File: src/design/dcc_cfg.svh
/*
 * Offsets, field positions, reset values and timing counts of the dual
 * comparator control block. Included by the package user modules by bare name.
 */
`ifndef DCC_CFG_SVH
`define DCC_CFG_SVH

`define DCC_ADDR_W 8
`define DCC_OFF_CN1 8'h9a
`define DCC_OFF_CN0 8'h9b
`define DCC_OFF_MD1 8'h9c
`define DCC_OFF_MD0 8'h9d
`define DCC_OFF_MX0 8'h9f
`define DCC_OFF_MX1 8'h9e
`define DCC_OFF_RST 8'ha0

`define DCC_CN_EN 7
`define DCC_CN_OUT 6
`define DCC_CN_RIF 5
`define DCC_CN_FIF 4
`define DCC_CN_HYP 2
`define DCC_CN_HYN 0
`define DCC_MD_RIE 5
`define DCC_MD_FIE 4
`define DCC_MD_MODE 0
`define DCC_MX_NEG 4
`define DCC_MX_POS 0
`define DCC_RST_EN 0

`define DCC_CN_RESET 8'h00
`define DCC_MD_RESET 8'h02
`define DCC_MX_RESET 8'h00
`define DCC_RST_RESET 8'h00
`define DCC_SYNC_STAGES 2

`endif

File: src/design/dcc_pkg.sv
/*
 * Types of the dual comparator control block.
 * Assumes nothing beyond a SystemVerilog compiler.
 */
package dcc_pkg;

    typedef struct packed {
        logic enable;
        logic riseFlag;
        logic fallFlag;
        logic [1:0] posHyst;
        logic [1:0] negHyst;
        logic riseIrqEn;
        logic fallIrqEn;
        logic [1:0] respMode;
        logic [1:0] posSel;
        logic [1:0] negSel;
    } dcc_cfg_t;

    typedef struct packed {
        logic result;
        logic latched;
        logic irq;
    } dcc_stat_t;

    typedef struct packed {
        logic [1:0] posSel;
        logic [1:0] negSel;
        logic [1:0] posHyst;
        logic [1:0] negHyst;
        logic [1:0] respMode;
        logic enable;
    } dcc_analog_t;

endpackage

File: src/design/dcc_sync.sv
/*
 * Two-stage synchroniser for one level.
 * Assumes the input may change at any time relative to clk.
 */
`timescale 1ns/10ps
`include "dcc_cfg.svh"

module dcc_sync (
    input wire logic clk,
    input wire logic sys_rst,
    input wire logic clkEn,
    input wire logic din,
    output logic dout
);
    typedef struct packed {
        logic [`DCC_SYNC_STAGES-1:0] stages;
    } dcc_sync_state_t;

    dcc_sync_state_t state_reg;
    dcc_sync_state_t state_next;

    always_comb begin
        state_next = state_reg;
        if (clkEn) begin
            state_next.stages = {state_reg.stages[0], din};
        end
    end

    always_ff @(posedge clk) begin
        if (sys_rst) begin
            state_reg <= '0;
        end else begin
            state_reg <= state_next;
        end
    end

    assign dout = state_reg.stages[`DCC_SYNC_STAGES-1];
endmodule

File: src/design/dcc_unit.sv
/*
 * One comparator's digital side: enable gating, synchronised result,
 * edge flags with set-over-clear, interrupt request.
 * Assumes rawCmp comes from the analog comparator, unclocked.
 */
`timescale 1ns/10ps
`include "dcc_cfg.svh"

module dcc_unit (
    input wire logic clk,
    input wire logic sys_rst,
    input wire logic clkEn,
    input wire logic rawCmp,
    input wire logic enable,
    input wire logic riseIrqEn,
    input wire logic fallIrqEn,
    input wire logic clrRise,
    input wire logic clrFall,
    output logic rawOut,
    output logic riseFlag,
    output logic fallFlag,
    output dcc_pkg::dcc_stat_t stat
);
    typedef struct packed {
        logic prev;
        logic rise;
        logic fall;
        logic latched;
        logic irq;
    } dcc_unit_state_t;

    dcc_unit_state_t state_reg;
    dcc_unit_state_t state_next;
    logic syncOut;
    logic riseEv;
    logic fallEv;

    // unclocked gated path
    // The raw output needs no clock, so it keeps working in stop mode.
    assign rawOut = rawCmp & enable;

    dcc_sync u_sync (
        .clk(clk),
        .sys_rst(sys_rst),
        .clkEn(clkEn),
        .din(rawOut),
        .dout(syncOut)
    );

    assign riseEv = syncOut & ~state_reg.prev;
    assign fallEv = ~syncOut & state_reg.prev;

    always_comb begin
        state_next = state_reg;
        if (clkEn) begin
            state_next.prev = syncOut;
            state_next.latched = syncOut & enable;
            state_next.rise = riseEv | (state_reg.rise & ~clrRise);
            state_next.fall = fallEv | (state_reg.fall & ~clrFall);
            state_next.irq = (state_next.rise & riseIrqEn) | (state_next.fall & fallIrqEn);
        end
    end

    always_ff @(posedge clk) begin
        if (sys_rst) begin
            state_reg <= '0;
        end else begin
            state_reg <= state_next;
        end
    end

    assign riseFlag = state_reg.rise;
    assign fallFlag = state_reg.fall;
    assign stat.result = state_reg.prev;
    assign stat.latched = state_reg.latched;
    assign stat.irq = state_reg.irq;
endmodule

File: src/design/dcc_top.sv
/*
 * Dual comparator control: registers, two comparator units, reset source.
 * Assumes a single-cycle register port and comparator results from analog.
 */
// Local design decisions: the address-and-strobe port and the address map.
// Contract
// - Two identical comparator units; input sets differ; only unit 0 resets.
// - Each unit offers a latched clocked output and a raw output.
// - Raw output works without the clock, also in stop mode.
// - Unit 0 can be selected as a device reset source.
// - Per-unit select register holds two-bit positive and negative input fields.
// - Result can be polled, raise interrupts and drive pins together.
// - A disabled comparator drives its routed outputs low.
// - Per-unit mode register holds a response-time setting.
// - Control bits three to zero set positive and negative hysteresis.
// - Rising and falling output transitions are separate events.
// - Falling edge sets the fall flag; rising edge sets the rise flag.
// - Edge flags are sticky until software writes zero.
// - Read-only result bit shows the current comparison.
// - Enable bit one switches the comparator on, zero off.
// - Spurious edges may be flagged after enabling or mode changes.
// - Hysteresis code 00 off, 01 5 mV, 10 10 mV, 11 20 mV.
// - Mode 0 fastest, mode 3 lowest power; resets to mode 2.
// - Interrupt raised only for a set flag with its enable.
// - Result reads one when positive input exceeds negative.
`timescale 1ns/10ps
`include "dcc_cfg.svh"

module dcc_top (
    input wire logic clk,
    input wire logic sys_rst,
    input wire logic clkEn,
    input wire logic [`DCC_ADDR_W-1:0] regAddr,
    input wire logic [7:0] regWdata,
    input wire logic regWr,
    input wire logic regRd,
    output logic [7:0] regRdata,
    input wire logic rawCmp0,
    input wire logic rawCmp1,
    output logic cmp0_raw_out,
    output logic cmp1_raw_out,
    output logic cmp0_latched_out,
    output logic cmp1_latched_out,
    output logic cmp0Irq,
    output logic cmp1Irq,
    output logic cmpResetReq,
    output dcc_pkg::dcc_analog_t cmp0Analog,
    output dcc_pkg::dcc_analog_t cmp1Analog
);
    typedef struct packed {
        dcc_pkg::dcc_cfg_t c0;
        dcc_pkg::dcc_cfg_t c1;
        logic resetSrcEn;
        logic [7:0] rdata;
        logic resetReq;
    } dcc_top_state_t;

    dcc_top_state_t state_reg;
    dcc_top_state_t state_next;
    dcc_pkg::dcc_stat_t stat0;
    dcc_pkg::dcc_stat_t stat1;
    logic rise0;
    logic fall0;
    logic rise1;
    logic fall1;
    logic clrRise0;
    logic clrFall0;
    logic clrRise1;
    logic clrFall1;
    logic wrCn0;
    logic wrCn1;
    logic raw0;
    logic raw1;

    assign wrCn0 = clkEn & regWr & (regAddr == `DCC_OFF_CN0);
    assign wrCn1 = clkEn & regWr & (regAddr == `DCC_OFF_CN1);
    assign clrRise0 = wrCn0 & ~regWdata[`DCC_CN_RIF];
    assign clrFall0 = wrCn0 & ~regWdata[`DCC_CN_FIF];
    assign clrRise1 = wrCn1 & ~regWdata[`DCC_CN_RIF];
    assign clrFall1 = wrCn1 & ~regWdata[`DCC_CN_FIF];

    dcc_unit u_cmp0 (
        .clk(clk),
        .sys_rst(sys_rst),
        .clkEn(clkEn),
        .rawCmp(rawCmp0),
        .enable(state_reg.c0.enable),
        .riseIrqEn(state_reg.c0.riseIrqEn),
        .fallIrqEn(state_reg.c0.fallIrqEn),
        .clrRise(clrRise0),
        .clrFall(clrFall0),
        .rawOut(raw0),
        .riseFlag(rise0),
        .fallFlag(fall0),
        .stat(stat0)
    );

    dcc_unit u_cmp1 (
        .clk(clk),
        .sys_rst(sys_rst),
        .clkEn(clkEn),
        .rawCmp(rawCmp1),
        .enable(state_reg.c1.enable),
        .riseIrqEn(state_reg.c1.riseIrqEn),
        .fallIrqEn(state_reg.c1.fallIrqEn),
        .clrRise(clrRise1),
        .clrFall(clrFall1),
        .rawOut(raw1),
        .riseFlag(rise1),
        .fallFlag(fall1),
        .stat(stat1)
    );

    // raw outputs bypass every flop
    // A clocked copy would freeze in stop mode, so the raw path stays combinational.
    assign cmp0_raw_out = raw0;
    assign cmp1_raw_out = raw1;

    function automatic logic [7:0] cnRead(input dcc_pkg::dcc_cfg_t c,
                                          input logic res, input logic rf,
                                          input logic ff);
        logic [7:0] v;
        v = `DCC_CN_RESET;
        v[`DCC_CN_EN] = c.enable;
        v[`DCC_CN_OUT] = res;
        v[`DCC_CN_RIF] = rf;
        v[`DCC_CN_FIF] = ff;
        v[`DCC_CN_HYP +: 2] = c.posHyst;
        v[`DCC_CN_HYN +: 2] = c.negHyst;
        return v;
    endfunction

    function automatic logic [7:0] mdRead(input dcc_pkg::dcc_cfg_t c);
        logic [7:0] v;
        v = 8'h00;
        v[`DCC_MD_RIE] = c.riseIrqEn;
        v[`DCC_MD_FIE] = c.fallIrqEn;
        v[`DCC_MD_MODE +: 2] = c.respMode;
        return v;
    endfunction

    function automatic logic [7:0] mxRead(input dcc_pkg::dcc_cfg_t c);
        logic [7:0] v;
        v = 8'h00;
        v[`DCC_MX_NEG +: 2] = c.negSel;
        v[`DCC_MX_POS +: 2] = c.posSel;
        return v;
    endfunction

    function automatic logic [7:0] rstRead(input logic en);
        logic [7:0] v;
        v = `DCC_RST_RESET;
        v[`DCC_RST_EN] = en;
        return v;
    endfunction

    // reset values
    // Reset values come from the config header, so the map and the logic cannot drift apart.
    function automatic dcc_pkg::dcc_cfg_t cfgReset();
        logic [7:0] cn;
        logic [7:0] md;
        logic [7:0] mx;
        dcc_pkg::dcc_cfg_t c;
        cn = `DCC_CN_RESET;
        md = `DCC_MD_RESET;
        mx = `DCC_MX_RESET;
        c.enable = cn[`DCC_CN_EN];
        c.riseFlag = cn[`DCC_CN_RIF];
        c.fallFlag = cn[`DCC_CN_FIF];
        c.posHyst = cn[`DCC_CN_HYP +: 2];
        c.negHyst = cn[`DCC_CN_HYN +: 2];
        c.riseIrqEn = md[`DCC_MD_RIE];
        c.fallIrqEn = md[`DCC_MD_FIE];
        c.respMode = md[`DCC_MD_MODE +: 2];
        c.posSel = mx[`DCC_MX_POS +: 2];
        c.negSel = mx[`DCC_MX_NEG +: 2];
        return c;
    endfunction

    function automatic dcc_top_state_t topReset();
        logic [7:0] rs;
        dcc_top_state_t s;
        rs = `DCC_RST_RESET;
        s.c0 = cfgReset();
        s.c1 = cfgReset();
        s.resetSrcEn = rs[`DCC_RST_EN];
        s.rdata = 8'h00;
        s.resetReq = 1'h0;
        return s;
    endfunction

    always_comb begin
        state_next = state_reg;
        if (clkEn) begin
            if (regWr) begin
                unique case (regAddr)
                    `DCC_OFF_CN0: begin
                        state_next.c0.enable = regWdata[`DCC_CN_EN];
                        state_next.c0.posHyst = regWdata[`DCC_CN_HYP +: 2];
                        state_next.c0.negHyst = regWdata[`DCC_CN_HYN +: 2];
                    end
                    `DCC_OFF_CN1: begin
                        state_next.c1.enable = regWdata[`DCC_CN_EN];
                        state_next.c1.posHyst = regWdata[`DCC_CN_HYP +: 2];
                        state_next.c1.negHyst = regWdata[`DCC_CN_HYN +: 2];
                    end
                    `DCC_OFF_MD0: begin
                        state_next.c0.respMode = regWdata[`DCC_MD_MODE +: 2];
                        state_next.c0.riseIrqEn = regWdata[`DCC_MD_RIE];
                        state_next.c0.fallIrqEn = regWdata[`DCC_MD_FIE];
                    end
                    `DCC_OFF_MD1: begin
                        state_next.c1.respMode = regWdata[`DCC_MD_MODE +: 2];
                        state_next.c1.riseIrqEn = regWdata[`DCC_MD_RIE];
                        state_next.c1.fallIrqEn = regWdata[`DCC_MD_FIE];
                    end
                    `DCC_OFF_MX0: begin
                        state_next.c0.posSel = regWdata[`DCC_MX_POS +: 2];
                        state_next.c0.negSel = regWdata[`DCC_MX_NEG +: 2];
                    end
                    `DCC_OFF_MX1: begin
                        state_next.c1.posSel = regWdata[`DCC_MX_POS +: 2];
                        state_next.c1.negSel = regWdata[`DCC_MX_NEG +: 2];
                    end
                    `DCC_OFF_RST: begin
                        state_next.resetSrcEn = regWdata[`DCC_RST_EN];
                    end
                    default: begin
                    end
                endcase
            end
            state_next.rdata = 8'h00;
            if (regRd) begin
                unique case (regAddr)
                    `DCC_OFF_CN0: begin
                        state_next.rdata = cnRead(state_reg.c0, stat0.result, rise0, fall0);
                    end
                    `DCC_OFF_CN1: begin
                        state_next.rdata = cnRead(state_reg.c1, stat1.result, rise1, fall1);
                    end
                    `DCC_OFF_MD0: state_next.rdata = mdRead(state_reg.c0);
                    `DCC_OFF_MD1: state_next.rdata = mdRead(state_reg.c1);
                    `DCC_OFF_MX0: state_next.rdata = mxRead(state_reg.c0);
                    `DCC_OFF_MX1: state_next.rdata = mxRead(state_reg.c1);
                    `DCC_OFF_RST: state_next.rdata = rstRead(state_reg.resetSrcEn);
                    default: state_next.rdata = 8'h00;
                endcase
            end
            // unit 0 reset source
            // A disabled comparator reads low, so the enable term keeps it from resetting.
            state_next.resetReq = state_reg.resetSrcEn & state_reg.c0.enable & ~stat0.latched;
        end
    end

    always_ff @(posedge clk) begin
        if (sys_rst) begin
            state_reg <= topReset();
        end else begin
            state_reg <= state_next;
        end
    end

    assign cmp0_latched_out = stat0.latched;
    assign cmp1_latched_out = stat1.latched;
    assign cmp0Irq = stat0.irq;
    assign cmp1Irq = stat1.irq;
    assign regRdata = state_reg.rdata;
    assign cmpResetReq = state_reg.resetReq;

    always_comb begin
        cmp0Analog.posSel = state_reg.c0.posSel;
        cmp0Analog.negSel = state_reg.c0.negSel;
        cmp0Analog.posHyst = state_reg.c0.posHyst;
        cmp0Analog.negHyst = state_reg.c0.negHyst;
        cmp0Analog.respMode = state_reg.c0.respMode;
        cmp0Analog.enable = state_reg.c0.enable;
        cmp1Analog.posSel = state_reg.c1.posSel;
        cmp1Analog.negSel = state_reg.c1.negSel;
        cmp1Analog.posHyst = state_reg.c1.posHyst;
        cmp1Analog.negHyst = state_reg.c1.negHyst;
        cmp1Analog.respMode = state_reg.c1.respMode;
        cmp1Analog.enable = state_reg.c1.enable;
    end
endmodule

File: config.mk
export PLATFORM = sky130hd
export DESIGN_NAME = dcc_top
export DESIGN_NICKNAME = d
export VERILOG_FILES = /design/src/design/dcc_pkg.sv /design/src/design/dcc_sync.sv /design/src/design/dcc_unit.sv /design/src/design/dcc_top.sv
export VERILOG_INCLUDE_DIRS = /design/src /design/src/design
export SDC_FILE = /design/constraint.sdc
export NUM_CORES = 1
export LEC_CHECK = 0
export ABC_AREA = 1
export BUFFER_PORTS_ARGS = -buffer_cell sky130_fd_sc_hd__buf_4
export CAP_MARGIN = 20
export CELL_PAD_IN_SITES_DETAIL_PLACEMENT = 0
export CELL_PAD_IN_SITES_GLOBAL_PLACEMENT = 2
export CORE_MARGIN = 3
export CORE_UTILIZATION = 31
export DETAILED_ROUTE_END_ITERATION = 6
export MAX_ROUTING_LAYER = met4
export PLACE_DENSITY = 0.89
export SYNTH_ARGS = -nofsm -noshare
export SYNTH_HDL_FRONTEND = slang
export SYNTH_SLANG_ARGS = --single-unit
File: constraint.sdc
create_clock -name clk -period 3 [get_ports clk]
set_clock_uncertainty 0.1 [all_clocks]
set_input_delay 0.6 -clock clk [delete_from_list [all_inputs] [get_ports clk]]
set_output_delay 0.6 -clock clk [all_outputs]
set_load 0.02 [all_outputs]
Word level (Yosys, flattened, before mapping)
Cells that the tools add are included.
Widths: inputs -> output; s select.
{ "totals": {"word_cells": 89, "reg_bits": 50, "out_inout_bits": 37, "inputBits": 23} }
{ "classes": {"n_eq_ne": 7, "mux": 2, "n_reduce_logical": 7, "bitwise_logic": 42} }
{ "ops": {"columns": ["operator", "count"], "rows": [
  ["$eq 8x8->1 const B", 7],
  ["$pmux 8 s7", 1],
  ["$and 1x1->1", 25],
  ["$reduce_and 3->1", 7],
  ["$not 1->1", 11],
  ["$mux 8", 1],
  ["$or 1x1->1", 6]
]} }

Longest topological paths before layout
{ "depth": {"depth_word": 8, "mapped_depth": 11, "mapped_depth_nobuf": 10} }

By module
A second synthesis with hierarchy kept.
{ "hier_totals": {"cells_unflattened": 389, "area_unflattened_um2": 2650.0} }
{ "by_module_without_submodules": {"columns": ["module", "area_each_um2", "seq_area_each_um2", "instances", "cells_each"], "rows": [
  ["dcc_top", 2011.9, 720.7, 1, 285],
  ["dcc_unit", 235.2, 100.1, 2, 39],
  ["dcc_sync", 83.8, 40.0, 2, 13]
]} }

Worst setup path after synthesis
No wires, ideal clock.
{ "synth_path": {"path_type": "in2reg", "startpoint": "input port regAddr[5]", "endpoint": "register u_cmp1.state_reg (netlist bit u_cmp1.stat[0])", "stages": 11, "t_arrival_ns": 1.424, "setup_time_ns": 0.110, "required_ns": 2.790, "n_path_buf": 1, "path_slack_ns": 1.366, "path_cell_list": "inv_2 nand2_2 nor2_8 buf_6 nand4_1 nand2_1 nand2_1 nand2_1 nand3_1 nand2_1 inv_1"} }
{ "synth_via": {"elab_chain_len": 8, "word_cells_on_any_way": 13, "cone_classes": "eq/ne: 1; bitwise: 12"} }
{ "synth_lines": {"columns": ["item", "line", "source"], "rows": [
  ["start, declared", "dcc_top.sv:33", "input wire logic [`DCC_ADDR_W-1:0] regAddr,"],
  ["$eq 8x8->1 *", null, null],
  ["$and 1x1->1 *", "dcc_top.sv:76", "assign wrCn1 = clkEn & regWr & (regAddr == `DCC_OFF_CN1);"],
  ["$and 1x1->1, on equally long branches", "dcc_top.sv:79, dcc_top.sv:80", null],
  ["$not 1->1, on equally long branches", "dcc_unit.sv:58, dcc_unit.sv:59", null],
  ["$and 1x1->1, on equally long branches", "dcc_unit.sv:58, dcc_unit.sv:59", null],
  ["$or 1x1->1, on equally long branches", "dcc_unit.sv:58, dcc_unit.sv:59", null],
  ["$and 1x1->1", "dcc_unit.sv:60", "state_next.irq = (state_next.rise & riseIrqEn) | (state_next.fall & fallIrqEn);"],
  ["$or 1x1->1 *", "dcc_unit.sv:60", null],
  ["end signal, assigned", "dcc_unit.sv:68", "state_reg <= state_next;"],
  ["end, declared", "dcc_unit.sv:32", "dcc_unit_state_t state_reg;"]
]} }
Mark *: on every way between the ends. The rest lies on a longest branch, timed or not.
A chain may end at the register's enable or synchronous reset.

Worst setup path in the final report
{ "layout_path": {"startpoint": "input port clkEn", "endpoint": "register u_cmp0.state_reg (netlist bit u_cmp0.stat[0])"} }
{ "layout_via": {"elab_chain_len": 8, "word_cells_on_any_way": 13, "cone_classes": "bitwise: 13"} }
{ "layout_lines": {"columns": ["item", "line", "source"], "rows": [
  ["start, declared", "dcc_top.sv:32", "input wire logic clkEn,"],
  ["$and 1x1->1 (2 in a row)", "dcc_top.sv:75", "assign wrCn0 = clkEn & regWr & (regAddr == `DCC_OFF_CN0);"],
  ["$and 1x1->1, on equally long branches", "dcc_top.sv:77, dcc_top.sv:78", null],
  ["$not 1->1, on equally long branches", "dcc_unit.sv:58, dcc_unit.sv:59", null],
  ["$and 1x1->1, on equally long branches", "dcc_unit.sv:58, dcc_unit.sv:59", null],
  ["$or 1x1->1, on equally long branches", "dcc_unit.sv:58, dcc_unit.sv:59", null],
  ["$and 1x1->1", "dcc_unit.sv:60", null],
  ["$or 1x1->1", "dcc_unit.sv:60", null],
  ["end signal, assigned", "dcc_unit.sv:68", null],
  ["end, declared", "dcc_unit.sv:32", null]
]} }
Several ways; a longest one is shown, not always the timed one.

==> Implementation_results.wiki <==
{| class="wikitable"
! Metric !! Value
|-
| Worst max-slew margin expressed relative to the limit || 0.5768
|-
| Total clock buffers created by CTS || 5
|-
| Sequential fraction of design power || 0.570
|-
| Layout-stage area growth over the synthesis result || 14.76%
|-
| Post-route antenna net violation count || 0
|-
| Distinct cells, synth || 27
|-
| FP Rows || 32
|-
| Proportion of layout cells with a drive suffix above 1 || 0.2354
|-
| Number of detailed-routing iterations run before antenna repair || 4
|-
| Net Count, Synth || 392
|-
| Dominant cells by area after synthesis || dfxtp_1 (38%), nand2_1 (8.9%), buf_4 (8.7%)
|-
| Initial antenna violation count || 0
|-
| Root buffer cell || clkbuf_8
|-
| Type of destination of the critical path || flop
|-
| Number of maximum-capacitance constraint violations || 0
|-
| Longest Clk Path Bufs || 2
|-
| Number of synthesized register bits || 50
|-
| Post-DR wirelength/cell || 13.39 um
|-
| Fmax || 554.0 MHz
|-
| CTS H-tree depth || 2
|-
| Max IR drop VDD || 0.1348 mV
|-
| Area of the multi-input gates || 0.001122 mm^2
|-
| I/O pin count || 60
|-
| Arrival @ worst endpoint || 1.92 ns
|-
| Tcrit/Tclk final || 0.6017
|-
| Top Usage Layer GRT || met2
|-
| Register clock-pin slew on the reported worst setup and hold paths || 0.10 ns
|-
| Total power || 0.001191 W
|-
| Total of fill cells in the finished design || 888
|-
| Leading cell types in the layout, fill and taps excluded || nand2_1 (62), buf_4 (60), inv_1 (51), dfxtp_1 (50), a21oi_1 (39)
|-
| Share of the synthesized area in the top cell type || 0.3846
|-
| Area after DPL || 0.002904 mm^2
|-
| Gp weighted congestion || 0.8315
|-
| Count of cells resized by post-cts repair || 0
|-
| Residual DRC count || 0
|-
| Syn Std Cell Area || 0.002602 mm^2
|-
| Hold-fix buffer count after cts || 0
|-
| Largest area contributor in the netlist || dfxtp_1
|-
| Core Footprint || 0.007928 mm^2
|-
| Vertical extent of the die || 97.63 um
|-
| Initial DRC Count || 88
|-
| HPWL after detailed placement || 4.858 mm
|-
| Count of endpoints failing hold in the final timing report || 0
|-
| Post-CTS setup buffers || 0
|-
| Most frequent standard cell in the layout excluding fill and tap cells || nand2_1
|-
| Number of global-route vias before repair || 2115
|-
| Grt met1 use || 0.1864
|-
| Worst skew pair latency || 0.31 ns
|-
| Post-route standard cell area excluding fillers || 0.002987 mm^2
|-
| Average via count per standard cell || 4.563
|-
| Result of the run || finished clean
|-
| Placement-stage worst setup slack || 0.8579 ns
|-
| Unrepaired setup endpoints after global routing || no
|-
| Required @ worst endpoint || 3.12 ns
|-
| Clock sink count || 50
|-
| Switch Pwr || 0.0003171 W
|-
| Combined flip-flop and latch cell area || 0.001001 mm^2
|-
| Cell-internal power || 0.0008740 W
|-
| Mapped Cells || 369
|-
| Warnings from Yosys || 0
|-
| Combinational power share || 0.093
|-
| Seq/Total Area, Yosys || 0.3846
|-
| TritonCTS clock tree || built
|-
| Wire length of the first global-routing pass || 10.67 mm
|-
| GR Util met3 || 0.02584
|-
| Port Buffers || 58
|-
| Critical Setup Path Class || primary input to flop
|-
| Initial core utilization || 0.3283
|-
| Max Fanout on Critical Path || 21
|-
| Classification of the worst-slack hold path || flop to flop
|-
| Count of placed standard cells in the final layout, fillers left out || 497
|-
| Placed Instances || 490
|-
| Largest net degree at the start of global routing || 25
|-
| Kind of start point of the critical path || primary input
|-
| Met2 GRT Util || 0.2246
|-
| Static leakage || 1.299 nW
|-
| Number of antenna cells inserted || 0
|-
| Wire length reported by the detailed router || 6.656 mm
|-
| Pwr dens || 398.8 mW/mm^2
|-
| Max-slew violations || 0
|-
| Global-route congestion overflow total || 0
|-
| Clk pwr share || 0.338
|-
| Tot GR Track Use || 0.1432
|-
| Worst-case setup margin in the final layout || 1.195 ns
|-
| Post-layout net count || 418
|-
| Net switching fraction of the power || 0.2662
|-
| Slew at the pin closest to its max-slew limit || 0.6341 ns
|-
| Register-to-register path setup slack || 1.87 ns
|-
| Die X || 97.63 um
|-
| Floorplan die area || 0.009531 mm^2
|-
| Time the worst path needs with I/O delays and setup || 1.805 ns
|-
| Total Neg Setup Slack || 0 ns
|-
| Number of failing setup endpoints in the final timing report || 0
|-
| Mean Syn Cell Area || 7.053 um^2
|-
| Routed vias || 2268
|}
critical path, cell delays in order:
cell	delay (ns)
buf_4	0.21
nand2_1	0.20
inv_2	0.18
nand3_1	0.09
buf_4	0.18
o21ai_1	0.12
nand2_1	0.08
nand2_1	0.07
nand3_1	0.08
nand2_1	0.07
inv_1	0.03
power by group through the flow:
stage                     logic (W)  registers, W  clock network, W
after global routing       0.000125      0.000680          0.000440
after floorplan           0.0000652      0.000694                 0
after detailed placement   0.000111      0.000694                 0
final                      0.000110      0.000678          0.000402
after global placement     0.000110      0.000694                 0
after CTS                  0.000111      0.000678          0.000414
metrics by stage:
| step | hold WS [ns] | util |
|---|---|---|
| after global placement | 0.3490 | 0.3663 |
| after detailed placement | 0.3585 | 0.3663 |
| after floorplan | 0.3374 | - |
| final | 0.3706 | 0.3767 |
| after global routing | 0.3833 | 0.3767 |
| after CTS | 0.3741 | 0.3767 |
synthesized netlist by cell type (all sizes together):
master  number
o21bai       1
nand4        4
o22ai        4
nand2       69
or2          1
o21ai       40
dfxtp       50
a21oi       42
nand3       21
buf         33
inv         54
o211ai       2
o311a        1
clkbuf       8
nor2        37
nand3b       2
layer usage:
layer  routed length [um]  vias to the layer above
li1                     -                     1198
met5                    0                        -
met1                 3237                     1021
met4                  103                        0
met3                  254                        7
met2                 3060                       42
final timing paths:
kind / from / endpoint / cells after the start
worst max register to register: u_cmp0.stat[2] / u_cmp0.stat[0] / 7
worst max-delay path: clkEn / u_cmp0.stat[0] / 11
worst min register to register: cmp0Analog[7] / cmp0Analog[7] / 2
worst min-delay path: cmp0Analog[7] / cmp0Analog[7] / 2
area by class of cell:
class	instances	area share
multi-input combinational	224	0.3758
sequential	50	0.3351
timing repair buffer	60	0.1508
inverter	54	0.06787
tap	102	0.04273
clock buffer	5	0.02304
clock inverter	2	0.004608
cell families after synthesis:
logic type / share of synthesized area
simple gates: 0.2471
flops: 0.3846
compound gates: 0.1841
buf+inv: 0.1841
No activity file was read; power rests on OpenSTA's default activity.
